## src/hdl/uim_pkg.sv

```systemverilog
// Constants shared by the universal input register map.
package uim_pkg;

  // Register spaces of a host request.
  typedef enum logic [1:0] {
    SPACE_STATUS = 2'h0,
    SPACE_INPUT = 2'h1,
    SPACE_HOLDING = 2'h2
  } space_t;

  // Sensor family decoded from a mode code.
  typedef enum logic [2:0] {
    KIND_RAW = 3'h0,
    KIND_CURRENT = 3'h1,
    KIND_VOLTAGE = 3'h2,
    KIND_MILLIVOLT = 3'h3,
    KIND_RESISTANCE = 3'h4,
    KIND_THERMOCOUPLE = 3'h5,
    KIND_RTD = 3'h6,
    KIND_THERMISTOR = 3'h7
  } kind_t;

  localparam int CH_MAX = 12;
  localparam int CH_8 = 8;
  localparam int CH_12 = 12;

  // Status bit addresses.
  localparam logic [15:0] STAT_FIRST = 16'h0001;

  // Input register addresses.
  localparam logic [15:0] IN_PRI_FIRST = 16'h0001;
  localparam logic [15:0] IN_ALT_FIRST_8 = 16'h0009;
  localparam logic [15:0] IN_CJ_FIRST_8 = 16'h0011;
  localparam logic [15:0] IN_CJ_FIRST_12 = 16'h000D;

  // Holding register addresses.
  localparam logic [15:0] HR_TOT_FIRST = 16'h0001;
  localparam logic [15:0] HR_TOT_LAST_8 = 16'h0010;
  localparam logic [15:0] HR_TOT_LAST_12 = 16'h0018;
  localparam logic [15:0] HR_MV_AVG = 16'h0082;
  localparam logic [15:0] HR_LINE_FILTER = 16'h0083;
  localparam logic [15:0] HR_SAMPLE = 16'h0084;
  localparam logic [15:0] HR_MODE_FIRST = 16'h0085;
  localparam logic [15:0] HR_MODE_LAST_8 = 16'h0094;
  localparam logic [15:0] HR_MODE_LAST_12 = 16'h0090;
  localparam logic [15:0] HR_SUPPLY_CAL = 16'h0095;
  localparam logic [15:0] HR_CAL_FIRST = 16'h0096;
  localparam logic [15:0] HR_CAL_LAST_8 = 16'h00BD;
  localparam logic [15:0] HR_CAL_LAST_12 = 16'h00B3;

  localparam int TOT_REGS = 24;
  localparam int MODE_REGS = 16;
  localparam int CAL_REGS = 40;

  // Mode codes.
  localparam logic [15:0] MODE_RESISTANCE = 16'h0004;
  localparam logic [15:0] MODE_TC_FIRST = 16'h0005;
  localparam logic [15:0] MODE_TC_LAST = 16'h0014;
  localparam logic [15:0] MODE_RTD_LAST = 16'h0019;
  localparam logic [15:0] MODE_PAIR_FLIP = 16'h0016;
  localparam logic [15:0] MODE_LAST = 16'h001D;

  // Reset values.
  localparam logic [15:0] REG_RESET = 16'h0000;

  // Exception codes.
  localparam logic [7:0] EXC_NONE = 8'h00;
  localparam logic [7:0] EXC_ADDRESS = 8'h02;
  localparam logic [7:0] EXC_VALUE = 8'h03;

  // Contact settling time.
  localparam int CLK_HZ = 10_000_000;
  localparam int SETTLE_TIME_MS = 250;
  localparam int SETTLE_CYCLES = SETTLE_TIME_MS * (CLK_HZ / 1000);
  localparam int SETTLE_CNT_W = 22;

  // Decodes a mode code into its sensor family.
  function automatic kind_t mode_kind(input logic [15:0] code);
    if (code < MODE_TC_FIRST) begin
      mode_kind = kind_t'(code[2:0]);
    end else if (code <= MODE_TC_LAST) begin
      mode_kind = KIND_THERMOCOUPLE;
    end else if (code <= MODE_RTD_LAST) begin
      mode_kind = KIND_RTD;
    end else begin
      mode_kind = KIND_THERMISTOR;
    end
  endfunction : mode_kind

  // Fahrenheit codes are even up to the repeated code, odd above it.
  function automatic logic mode_fahr(input logic [15:0] code);
    if (code < MODE_TC_FIRST) begin
      mode_fahr = 1'b0;
    end else if (code <= MODE_PAIR_FLIP) begin
      mode_fahr = ~code[0];
    end else begin
      mode_fahr = code[0];
    end
  endfunction : mode_fahr

endpackage : uim_pkg

```

## src/hdl/universal_input_register_map.sv

```systemverilog
// Register map and contact input logic of the universal input module.
`timescale 1ns/10ps
`default_nettype none

module universal_input_register_map
  import uim_pkg::*;
#(
  parameter bit TWELVE_CH = 1'b0,
  parameter int SETTLE = SETTLE_CYCLES
) (
  input wire logic i_core_clk,
  input wire logic i_reset,
  input wire logic [CH_MAX-1:0] i_contact_high,
  input wire logic [CH_MAX*16-1:0] i_primary_reading,
  input wire logic [CH_8*16-1:0] i_alternate_reading,
  input wire logic [31:0] i_cold_junction,
  input wire logic [CH_MAX-1:0] i_force_en,
  input wire logic [CH_MAX*16-1:0] i_force_value,
  input wire logic i_req,
  input wire logic [1:0] i_space,
  input wire logic i_write,
  input wire logic [15:0] i_addr,
  input wire logic [15:0] i_wdata,
  output logic o_ack,
  output logic [15:0] o_rdata,
  output logic o_exception,
  output logic [7:0] o_exception_code,
  output logic [CH_MAX-1:0] o_contact_on,
  output logic [15:0] o_mv_avg,
  output logic [15:0] o_line_filter,
  output logic [15:0] o_sample_interval,
  output logic [CH_MAX*3-1:0] o_sensor_kind,
  output logic [CH_MAX-1:0] o_fahrenheit
);

  localparam logic [15:0] NCH = TWELVE_CH ? 16'(CH_12) : 16'(CH_8);
  localparam logic [15:0] TOT_LAST = TWELVE_CH ? HR_TOT_LAST_12
                                               : HR_TOT_LAST_8;
  localparam logic [15:0] MODE_LAST_A = TWELVE_CH ? HR_MODE_LAST_12
                                                  : HR_MODE_LAST_8;
  localparam logic [15:0] CAL_LAST = TWELVE_CH ? HR_CAL_LAST_12
                                               : HR_CAL_LAST_8;
  localparam logic [15:0] CJ_FIRST = TWELVE_CH ? IN_CJ_FIRST_12
                                               : IN_CJ_FIRST_8;
  localparam logic [SETTLE_CNT_W-1:0] SETTLE_MAX =
    SETTLE_CNT_W'(SETTLE - 1);

  ////////////////////////////////////////////////////////////////////////////
  // Contact inputs: synchroniser and settling filter.

  logic [CH_MAX-1:0] sync1_reg;
  logic [CH_MAX-1:0] sync2_reg;
  logic [CH_MAX-1:0] high_reg;
  logic [CH_MAX-1:0] contact_valid;
  logic [SETTLE_CNT_W-1:0] settle_reg [CH_MAX];
  logic [15:0] mode_reg [MODE_REGS];

  always_ff @(posedge i_core_clk or posedge i_reset) begin
    if (i_reset) begin
      sync1_reg <= '1;
      sync2_reg <= '1;
    end else begin
      sync1_reg <= i_contact_high;
      sync2_reg <= sync1_reg;
    end
  end

  genvar g;
  generate
    for (g = 0; g < CH_MAX; g++) begin : g_contact
      wire differs = sync2_reg[g] != high_reg[g];
      wire settled = differs && settle_reg[g] == SETTLE_MAX;
      always_ff @(posedge i_core_clk or posedge i_reset) begin
        if (i_reset) begin
          settle_reg[g] <= '0;
          high_reg[g] <= 1'b1;
        end else begin
          settle_reg[g] <= (differs && !settled) ? settle_reg[g] + 1'b1
                                                 : '0;
          high_reg[g] <= settled ? sync2_reg[g] : high_reg[g];
        end
      end
      assign contact_valid[g] = TWELVE_CH ?
        (mode_reg[g] == MODE_RESISTANCE) : (g < CH_8);
      assign o_contact_on[g] = !high_reg[g] && contact_valid[g];
      assign o_sensor_kind[g*3 +: 3] = mode_kind(mode_reg[g]);
      assign o_fahrenheit[g] = mode_fahr(mode_reg[g]);
    end
  endgenerate

  ////////////////////////////////////////////////////////////////////////////
  // Address decode.

  wire is_stat = i_space == SPACE_STATUS;
  wire is_in = i_space == SPACE_INPUT;
  wire is_hold = i_space == SPACE_HOLDING;
  wire [15:0] a = i_addr;
  wire stat_hit = is_stat && a >= STAT_FIRST && a < STAT_FIRST + NCH;
  wire pri_hit = is_in && a >= IN_PRI_FIRST && a < IN_PRI_FIRST + NCH;
  wire alt_hit = is_in && !TWELVE_CH && a >= IN_ALT_FIRST_8
    && a < IN_ALT_FIRST_8 + 16'(CH_8);
  wire cj_hit = is_in && (a == CJ_FIRST || a == CJ_FIRST + 16'h0001);
  wire tot_hit = is_hold && a >= HR_TOT_FIRST && a <= TOT_LAST;
  wire avg_hit = is_hold && a == HR_MV_AVG;
  wire filt_hit = is_hold && TWELVE_CH && a == HR_LINE_FILTER;
  wire samp_hit = is_hold && a == HR_SAMPLE;
  wire mode_hit = is_hold && a >= HR_MODE_FIRST
    && a <= MODE_LAST_A;
  wire sup_hit = is_hold && TWELVE_CH && a == HR_SUPPLY_CAL;
  wire cal_hit = is_hold && a >= HR_CAL_FIRST && a <= CAL_LAST;

  wire rd_hit = stat_hit || pri_hit || alt_hit || cj_hit;
  wire hold_hit = tot_hit || avg_hit || filt_hit || samp_hit || mode_hit
    || sup_hit || cal_hit;
  wire any_hit = (rd_hit && !i_write) || hold_hit;
  wire bad_mode = mode_hit && i_write && i_wdata > MODE_LAST;
  wire do_write = i_req && i_write && hold_hit && !bad_mode;

  wire [15:0] pri_off = a - IN_PRI_FIRST;
  wire [15:0] alt_off = a - IN_ALT_FIRST_8;
  wire [15:0] cj_off = a - CJ_FIRST;
  wire [15:0] tot_off = a - HR_TOT_FIRST;
  wire [15:0] mode_off = a - HR_MODE_FIRST;
  wire [15:0] cal_off = a - HR_CAL_FIRST;
  wire [3:0] pidx = pri_off[3:0];
  wire [2:0] aidx = alt_off[2:0];
  wire [4:0] tidx = tot_off[4:0];
  wire [3:0] midx = mode_off[3:0];
  wire [5:0] cidx = cal_off[5:0];

  ////////////////////////////////////////////////////////////////////////////
  // Read data selection.

  wire [15:0] pri_val = i_force_en[pidx] ? i_force_value[{pidx, 4'h0} +: 16]
    : i_primary_reading[{pidx, 4'h0} +: 16];
  wire [15:0] alt_val = i_force_en[aidx]
    ? i_force_value[{1'b0, aidx, 4'h0} +: 16]
    : i_alternate_reading[{aidx, 4'h0} +: 16];
  wire [15:0] cj_val = cj_off[0] ? i_cold_junction[31:16]
    : i_cold_junction[15:0];

  logic [15:0] tot_reg [TOT_REGS];
  logic [15:0] cal_reg [CAL_REGS];
  logic [15:0] supply_reg;
  logic [15:0] avg_reg;
  logic [15:0] filt_reg;
  logic [15:0] samp_reg;

  wire [15:0] rdata_next =
    stat_hit ? {15'h0000, o_contact_on[pri_off[3:0]]} :
    pri_hit ? pri_val :
    alt_hit ? alt_val :
    cj_hit ? cj_val :
    tot_hit ? tot_reg[tidx] :
    avg_hit ? avg_reg :
    filt_hit ? filt_reg :
    samp_hit ? samp_reg :
    mode_hit ? mode_reg[midx] :
    sup_hit ? supply_reg :
    cal_hit ? cal_reg[cidx] : 16'h0000;

  wire [7:0] exc_next = !any_hit ? EXC_ADDRESS :
    bad_mode ? EXC_VALUE : EXC_NONE;

  ////////////////////////////////////////////////////////////////////////////
  // Answer registers.

  always_ff @(posedge i_core_clk or posedge i_reset) begin
    if (i_reset) begin
      o_ack <= 1'b0;
      o_rdata <= 16'h0000;
      o_exception <= 1'b0;
      o_exception_code <= EXC_NONE;
    end else begin
      o_ack <= i_req;
      o_rdata <= (i_req && !i_write) ? rdata_next : 16'h0000;
      o_exception <= i_req && exc_next != EXC_NONE;
      o_exception_code <= i_req ? exc_next : EXC_NONE;
    end
  end

  ////////////////////////////////////////////////////////////////////////////
  // Holding registers.

  always_ff @(posedge i_core_clk or posedge i_reset) begin
    if (i_reset) begin
      for (int i = 0; i < TOT_REGS; i++) tot_reg[i] <= REG_RESET;
      for (int i = 0; i < MODE_REGS; i++) mode_reg[i] <= REG_RESET;
      for (int i = 0; i < CAL_REGS; i++) cal_reg[i] <= REG_RESET;
      supply_reg <= REG_RESET;
      avg_reg <= REG_RESET;
      filt_reg <= REG_RESET;
      samp_reg <= REG_RESET;
    end else if (do_write) begin
      if (tot_hit) tot_reg[tidx] <= i_wdata;
      if (mode_hit) mode_reg[midx] <= i_wdata;
      if (cal_hit) cal_reg[cidx] <= i_wdata;
      if (sup_hit) supply_reg <= i_wdata;
      if (avg_hit) avg_reg <= i_wdata;
      if (filt_hit) filt_reg <= i_wdata;
      if (samp_hit) samp_reg <= i_wdata;
    end
  end

  assign o_mv_avg = avg_reg;
  assign o_line_filter = filt_reg;
  assign o_sample_interval = samp_reg;

  ////////////////////////////////////////////////////////////////////////////
  // Checks.

  AST_HIGH_IS_OFF: assert property (@(posedge i_core_clk)
    disable iff (i_reset) $rose(high_reg[0])
      |-> $past(sync2_reg[0]) && !o_contact_on[0])
    else $error("Contact above threshold reported ON.");

  AST_LOW_IS_ON: assert property (@(posedge i_core_clk)
    disable iff (i_reset) ($fell(high_reg[0]) && contact_valid[0])
      |-> o_contact_on[0] && !$past(sync2_reg[0]))
    else $error("Contact below threshold not reported ON.");

  AST_MODE_GATES: assert property (@(posedge i_core_clk)
    disable iff (i_reset) (TWELVE_CH && mode_reg[0] != MODE_RESISTANCE)
      |-> !o_contact_on[0])
    else $error("Contact reported outside resistance mode.");

  AST_SETTLE: assert property (@(posedge i_core_clk)
    disable iff (i_reset) $changed(high_reg[0])
      |-> $past(settle_reg[0]) == SETTLE_MAX)
    else $error("Contact changed before settling time.");

  AST_STAT_READ: assert property (@(posedge i_core_clk)
    disable iff (i_reset)
    (i_req && !i_write && is_stat && a == STAT_FIRST)
      |=> o_ack && o_rdata == {15'h0000, $past(o_contact_on[0])})
    else $error("Status bit one read wrong.");

  AST_FORCE: assert property (@(posedge i_core_clk)
    disable iff (i_reset)
    (i_req && !i_write && is_in && a == IN_PRI_FIRST && i_force_en[0])
      |=> o_rdata == $past(i_force_value[15:0]))
    else $error("Forced reading not presented.");

  AST_COLD_JUNCTION: assert property (@(posedge i_core_clk)
    disable iff (i_reset)
    (i_req && !i_write && is_in && a == CJ_FIRST + 16'h0001)
      |=> o_rdata == $past(i_cold_junction[31:16]) && !o_exception)
    else $error("Second cold junction read wrong.");

  AST_AVG_WRITE: assert property (@(posedge i_core_clk)
    disable iff (i_reset)
    (i_req && i_write && is_hold && a == HR_MV_AVG)
      |=> o_mv_avg == $past(i_wdata) ##1 (o_mv_avg == $past(i_wdata, 2)
        || $past(i_req && i_write && avg_hit)))
    else $error("Averaging mode write not stored.");

  AST_BAD_MODE: assert property (@(posedge i_core_clk)
    disable iff (i_reset)
    (i_req && i_write && is_hold && a == HR_MODE_FIRST
      && i_wdata > MODE_LAST)
      |=> o_exception_code == EXC_VALUE && $stable(mode_reg[0]))
    else $error("Illegal mode code accepted.");

  AST_UNMAPPED: assert property (@(posedge i_core_clk)
    disable iff (i_reset) (i_req && a == 16'h0000)
      |=> o_ack && o_exception && o_exception_code == EXC_ADDRESS)
    else $error("Unmapped address not refused.");

endmodule : universal_input_register_map

`default_nettype wire

```

## config.mk

```make
export PLATFORM = sky130hd
export DESIGN_NAME = universal_input_register_map
export DESIGN_NICKNAME = d
export VERILOG_FILES = /design/src/hdl/uim_pkg.sv /design/src/hdl/universal_input_register_map.sv
export SDC_FILE = /design/constraint.sdc
export NUM_CORES = 2
export LEC_CHECK = 0
export ABC_AREA = 1
export ABC_CLOCK_PERIOD_IN_PS = 86900
export BUFFER_PORTS_ARGS = -buffer_cell sky130_fd_sc_hd__buf_2
export CORE_MARGIN = 5
export CORE_UTILIZATION = 40
export DETAILED_ROUTE_END_ITERATION = 12
export PLACE_DENSITY = 0.54
export SETUP_SLACK_MARGIN = 0.5
export SLEW_MARGIN = 15
export SYNTH_ARGS = -nofsm -noshare
export SYNTH_HDL_FRONTEND = slang
export SYNTH_SLANG_ARGS = --single-unit
```

## constraint.sdc

```tcl
create_clock -name i_core_clk -period 86.9 [get_ports i_core_clk]
set_clock_uncertainty 0.2 [all_clocks]
set_input_delay 21.725 -clock i_core_clk [delete_from_list [all_inputs] [get_ports i_core_clk]]
set_output_delay 21.725 -clock i_core_clk [all_outputs]
set_load 0.01 [all_outputs]
```

==> impl_metrics.py <==
metrics = {
    "route": {
        "drt-initial-drc-count": 7584,
        "drc_errors": 0,
        "drt_wl_total_um": 329000,
        "vias": 74300,
        "detail-route-antenna-nets": 0,
        "vias_per_cell": 5.40,
        "drtPass1Iterations": 7,
        "wl_per_cell_um": 23.9,
    },
    "global_route": {
        "antenna_found_initial": 52,
        "overflow": 0,
        "grt_max_degree": 178,
        "grt_first_pass_wirelength_um": 483000,
        "grt_pass1_vias": 70000,
        "grt.total_usage": 0.307,
    },
    "clock_network": {
        "clk_path_buf_depth": 3,
        "clk_latency_ns": 0.83,
        "root_buffer": "clkbuf_16",
        "hold_buffers": 0,
        "cts_tree": "built",
        "cts_buffers": 172,
        "htree_levels": 4,
        "cts_sinks": 1531,
        "cts.clk_slew.worst_paths_ns": 0.06,
        "cts_resized": 0,
        "postCtsSetupRepairBufs": 0,
    },
    "sta": {
        "period_share": 0.326,
        "period_needed_ns": 28.32,
        "max_slew_margin": 0.228,
        "hold_slack_ns": 0.155,
        "setup_violations": 0,
        "maxSlewViolCount": 0,
        "finalHoldViolCount": 0,
        "fin_ws_ns": 58.58,
        "setup_tns_ns": 0,
        "fmax_mhz": 35.3,
        "tightest_slew_ns": 1.16,
        "rsz0062_at_grt": "no",
    },
    "power": {
        "power_leakage_nw": 42.6,
        "powerDensity_nw_per_um2": 18.7,
        "peakVddDrop_v": 0.0000156,
    },
    "placement": {
        "hpwl_um": 231000,
        "port-buffer-count": 709,
        "place_ws_ns": 57.59,
        "place_area_um2": 83700,
        "routabilityCongestion": 0.992,
    },
    "outcome": {
        "outcome": "completed",
    },
    "yosys": {
        "yosys_warnings": 0,
        "ys_top_cells_by_count": "nand2_1 (3206), dfrtp_1 (1507), nand3_1 (1181)",
        "ys.flop_type": "dfrtp_1",
        "synth_cells": 10800,
        "synth_area_leaders": "dfrtp_1 (47%), nand2_1 (15%), nand3_1 (7.4%), o21ai_0 (5.9%), nor2_1 (4.5%)",
        "synth_top_cell_by_area": "dfrtp_1",
        "ys_types": 56,
        "ys_ff_latch": 1531,
        "synth_edf_count": 0,
        "yosysMostFrequentCell": "nand2_1",
        "ys_async_sr_fraction": 1.00,
        "synth_area_per_cell_um2": 7.37,
        "yosysTopAreaCellShare": 0.474,
        "yosysSeqAreaShare": 0.482,
        "synth.cell_area_um2": 79500,
    },
    "layout": {
        "final_layout_size_suffix_gt1_frac": 0.112,
        "syn2layout_area_growth_pct": 12.7,
        "fin_nets": 11600,
        "fin_area_um2": 89600,
        "largest_register_ffs": 640,
    },
    "die": {
        "core_um2": 197000,
        "start_util": 0.403,
        "rows": 163,
        "die_area_um2": 208000,
        "die_w_um": 456,
        "io_pins": 740,
        "die_h_um": 456,
    },
    "worst_setup_path": {
        "rrSetupSlack_ns": 83.76,
        "cp_max_fo": 94,
        "reg2reg_from": "cal_reg[356]",
        "crit_path_start_kind": "input pin",
        "cp.arrival_ns": 28.76,
        "worstSetupEndpointType": "flip-flop",
        "required_ns": 87.35,
        "path_class": "in2reg",
        "r2r_end": "o_rdata[4]",
        "reg2reg_depth": 16,
    },
    "flow_run": {
        "cap_violations": 0,
    },
    "worst_hold_path": {
        "min_path_cells": 0,
        "min_to": "sync2_reg[0]",
        "hp-start": "sync1_reg[0]",
        "hold_class": "reg2reg",
    },
}
==> cells in the final DEF, fill, tap and decap left out, drive strengths merged, types with 2 or more instances in the layout <==
| cell type | netlist | routed |
|---|---|---|
| or2 | 2 | 2 |
| buf | 453 | 828 |
| o31ai | 11 | 11 |
| o32ai | 5 | 5 |
| a311oi | 2 | 2 |
| nand3 | 1185 | 1185 |
| diode | 0 | 41 |
| dfstp | 24 | 24 |
| ha | 17 | 17 |
| nand4 | 37 | 37 |
| clkinv | 1 | 23 |
| a31oi | 25 | 25 |
| nor3b | 11 | 11 |
| xor2 | 15 | 15 |
| o211ai | 26 | 26 |
| clkbuf | 413 | 266 |
| nor3 | 124 | 124 |
| and3 | 4 | 4 |
| nor4 | 58 | 58 |
| a22oi | 8 | 8 |
| o21ai | 1560 | 1560 |
| o311ai | 4 | 4 |
| o21bai | 15 | 15 |
| o22ai | 7 | 7 |
| o21a | 10 | 10 |
| a32o | 52 | 52 |
| inv | 634 | 639 |
| a21oi | 334 | 334 |
| dfrtp | 1507 | 1507 |
| nor2 | 980 | 980 |
| o2111ai | 2 | 2 |
| conb | 1 | 26 |
| bufinv | 0 | 12 |
| nand2 | 3248 | 3248 |
| clkinvlp | 0 | 2 |
| mux2 | 3 | 3 |
==> critical path, stage by stage <==
cell     delay [ns]
buf_6          0.30
inv_6          0.32
ha_4           0.75
buf_4          0.38
inv_8          0.18
nand3_1        0.19
nand3_4        0.36
nand2_4        0.66
nand2_1        0.35
nand2_4        0.39
buf_4          0.66
buf_4          0.90
nand2_1        0.13
nand3_1        0.11
nand3_1        0.17
nand3_1        0.12
nand3_1        0.19
nand2_1        0.12
inv_1          0.04
nor2_1         0.38
==> final cells by class <==
| type | count | area [um2] |
|---|---|---|
| well taps | 2640 | 3300 |
| fillers | 20500 | 108000 |
| clock buffers | 266 | 5080 |
| clock inverters | 41 | 633 |
| multi-input cells | 7777 | 35100 |
| diodes | 41 | 103 |
| inverters | 635 | 2410 |
| repair buffers | 828 | 4580 |
| flip-flops and latches | 1531 | 38300 |
==> worst max-delay path by stage <==
stage,start,to,slack (ns),cells after the start
after floorplan,i_reset,cal_reg[0],21.82,1
after detailed placement,i_addr[1],o_rdata[14],57.59,20
after global routing,i_addr[1],o_rdata[14],58.51,20
after CTS,i_addr[1],o_rdata[14],58.44,20
final,i_addr[1],o_rdata[14],58.58,20
after global placement,i_addr[1],o_rdata[14],57.51,20
==> logic make-up (layout without fill, tap and decap cells) <==
kind of cell | Yosys count | in the layout | synth area share
adder cells (fa/ha/maj) | 17 | 17 | 0.00268
flip-flops | 1531 | 1531 | 0.482
multiplexers | 3 | 3 | 0.000425
other | 1 | 67 | 0.0000472
buffers and inverters | 1501 | 1770 | 0.0789
AO/OA/AOI/OAI | 2066 | 2066 | 0.137
XOR/XNOR | 16 | 16 | 0.00186
AND/OR/NAND/NOR | 5649 | 5649 | 0.297
==> through the flow <==
step,total power [mW],instances,util
floorplan,0.855,10800,-
global placement,0.947,13400,0.424
detailed placement,0.947,13400,0.424
CTS,1.69,13700,0.453
global route,1.74,13700,0.453
finish,1.67,13800,0.454
==> report_power, final <==
group	leakage (nW)	internal [mW]	total (mW)	switching (mW)
sequential	20.2	0.715	0.716	0.000816
combinational	19.6	0.0535	0.219	0.166
clock	2.79	0.437	0.739	0.302
total	42.6	1.21	1.67	0.468
==> per-layer routing <==
layer  vias to the layer above  part of all wire  GRT usage
li1                      35400                 -          -
met1                     35900              0.42      0.400
met2                      2386              0.47      0.501
met3                       494             0.054     0.0452
met4                        18             0.058      0.154
met5                         -           0.00034          0
Power figures use the tool's default switching activity.
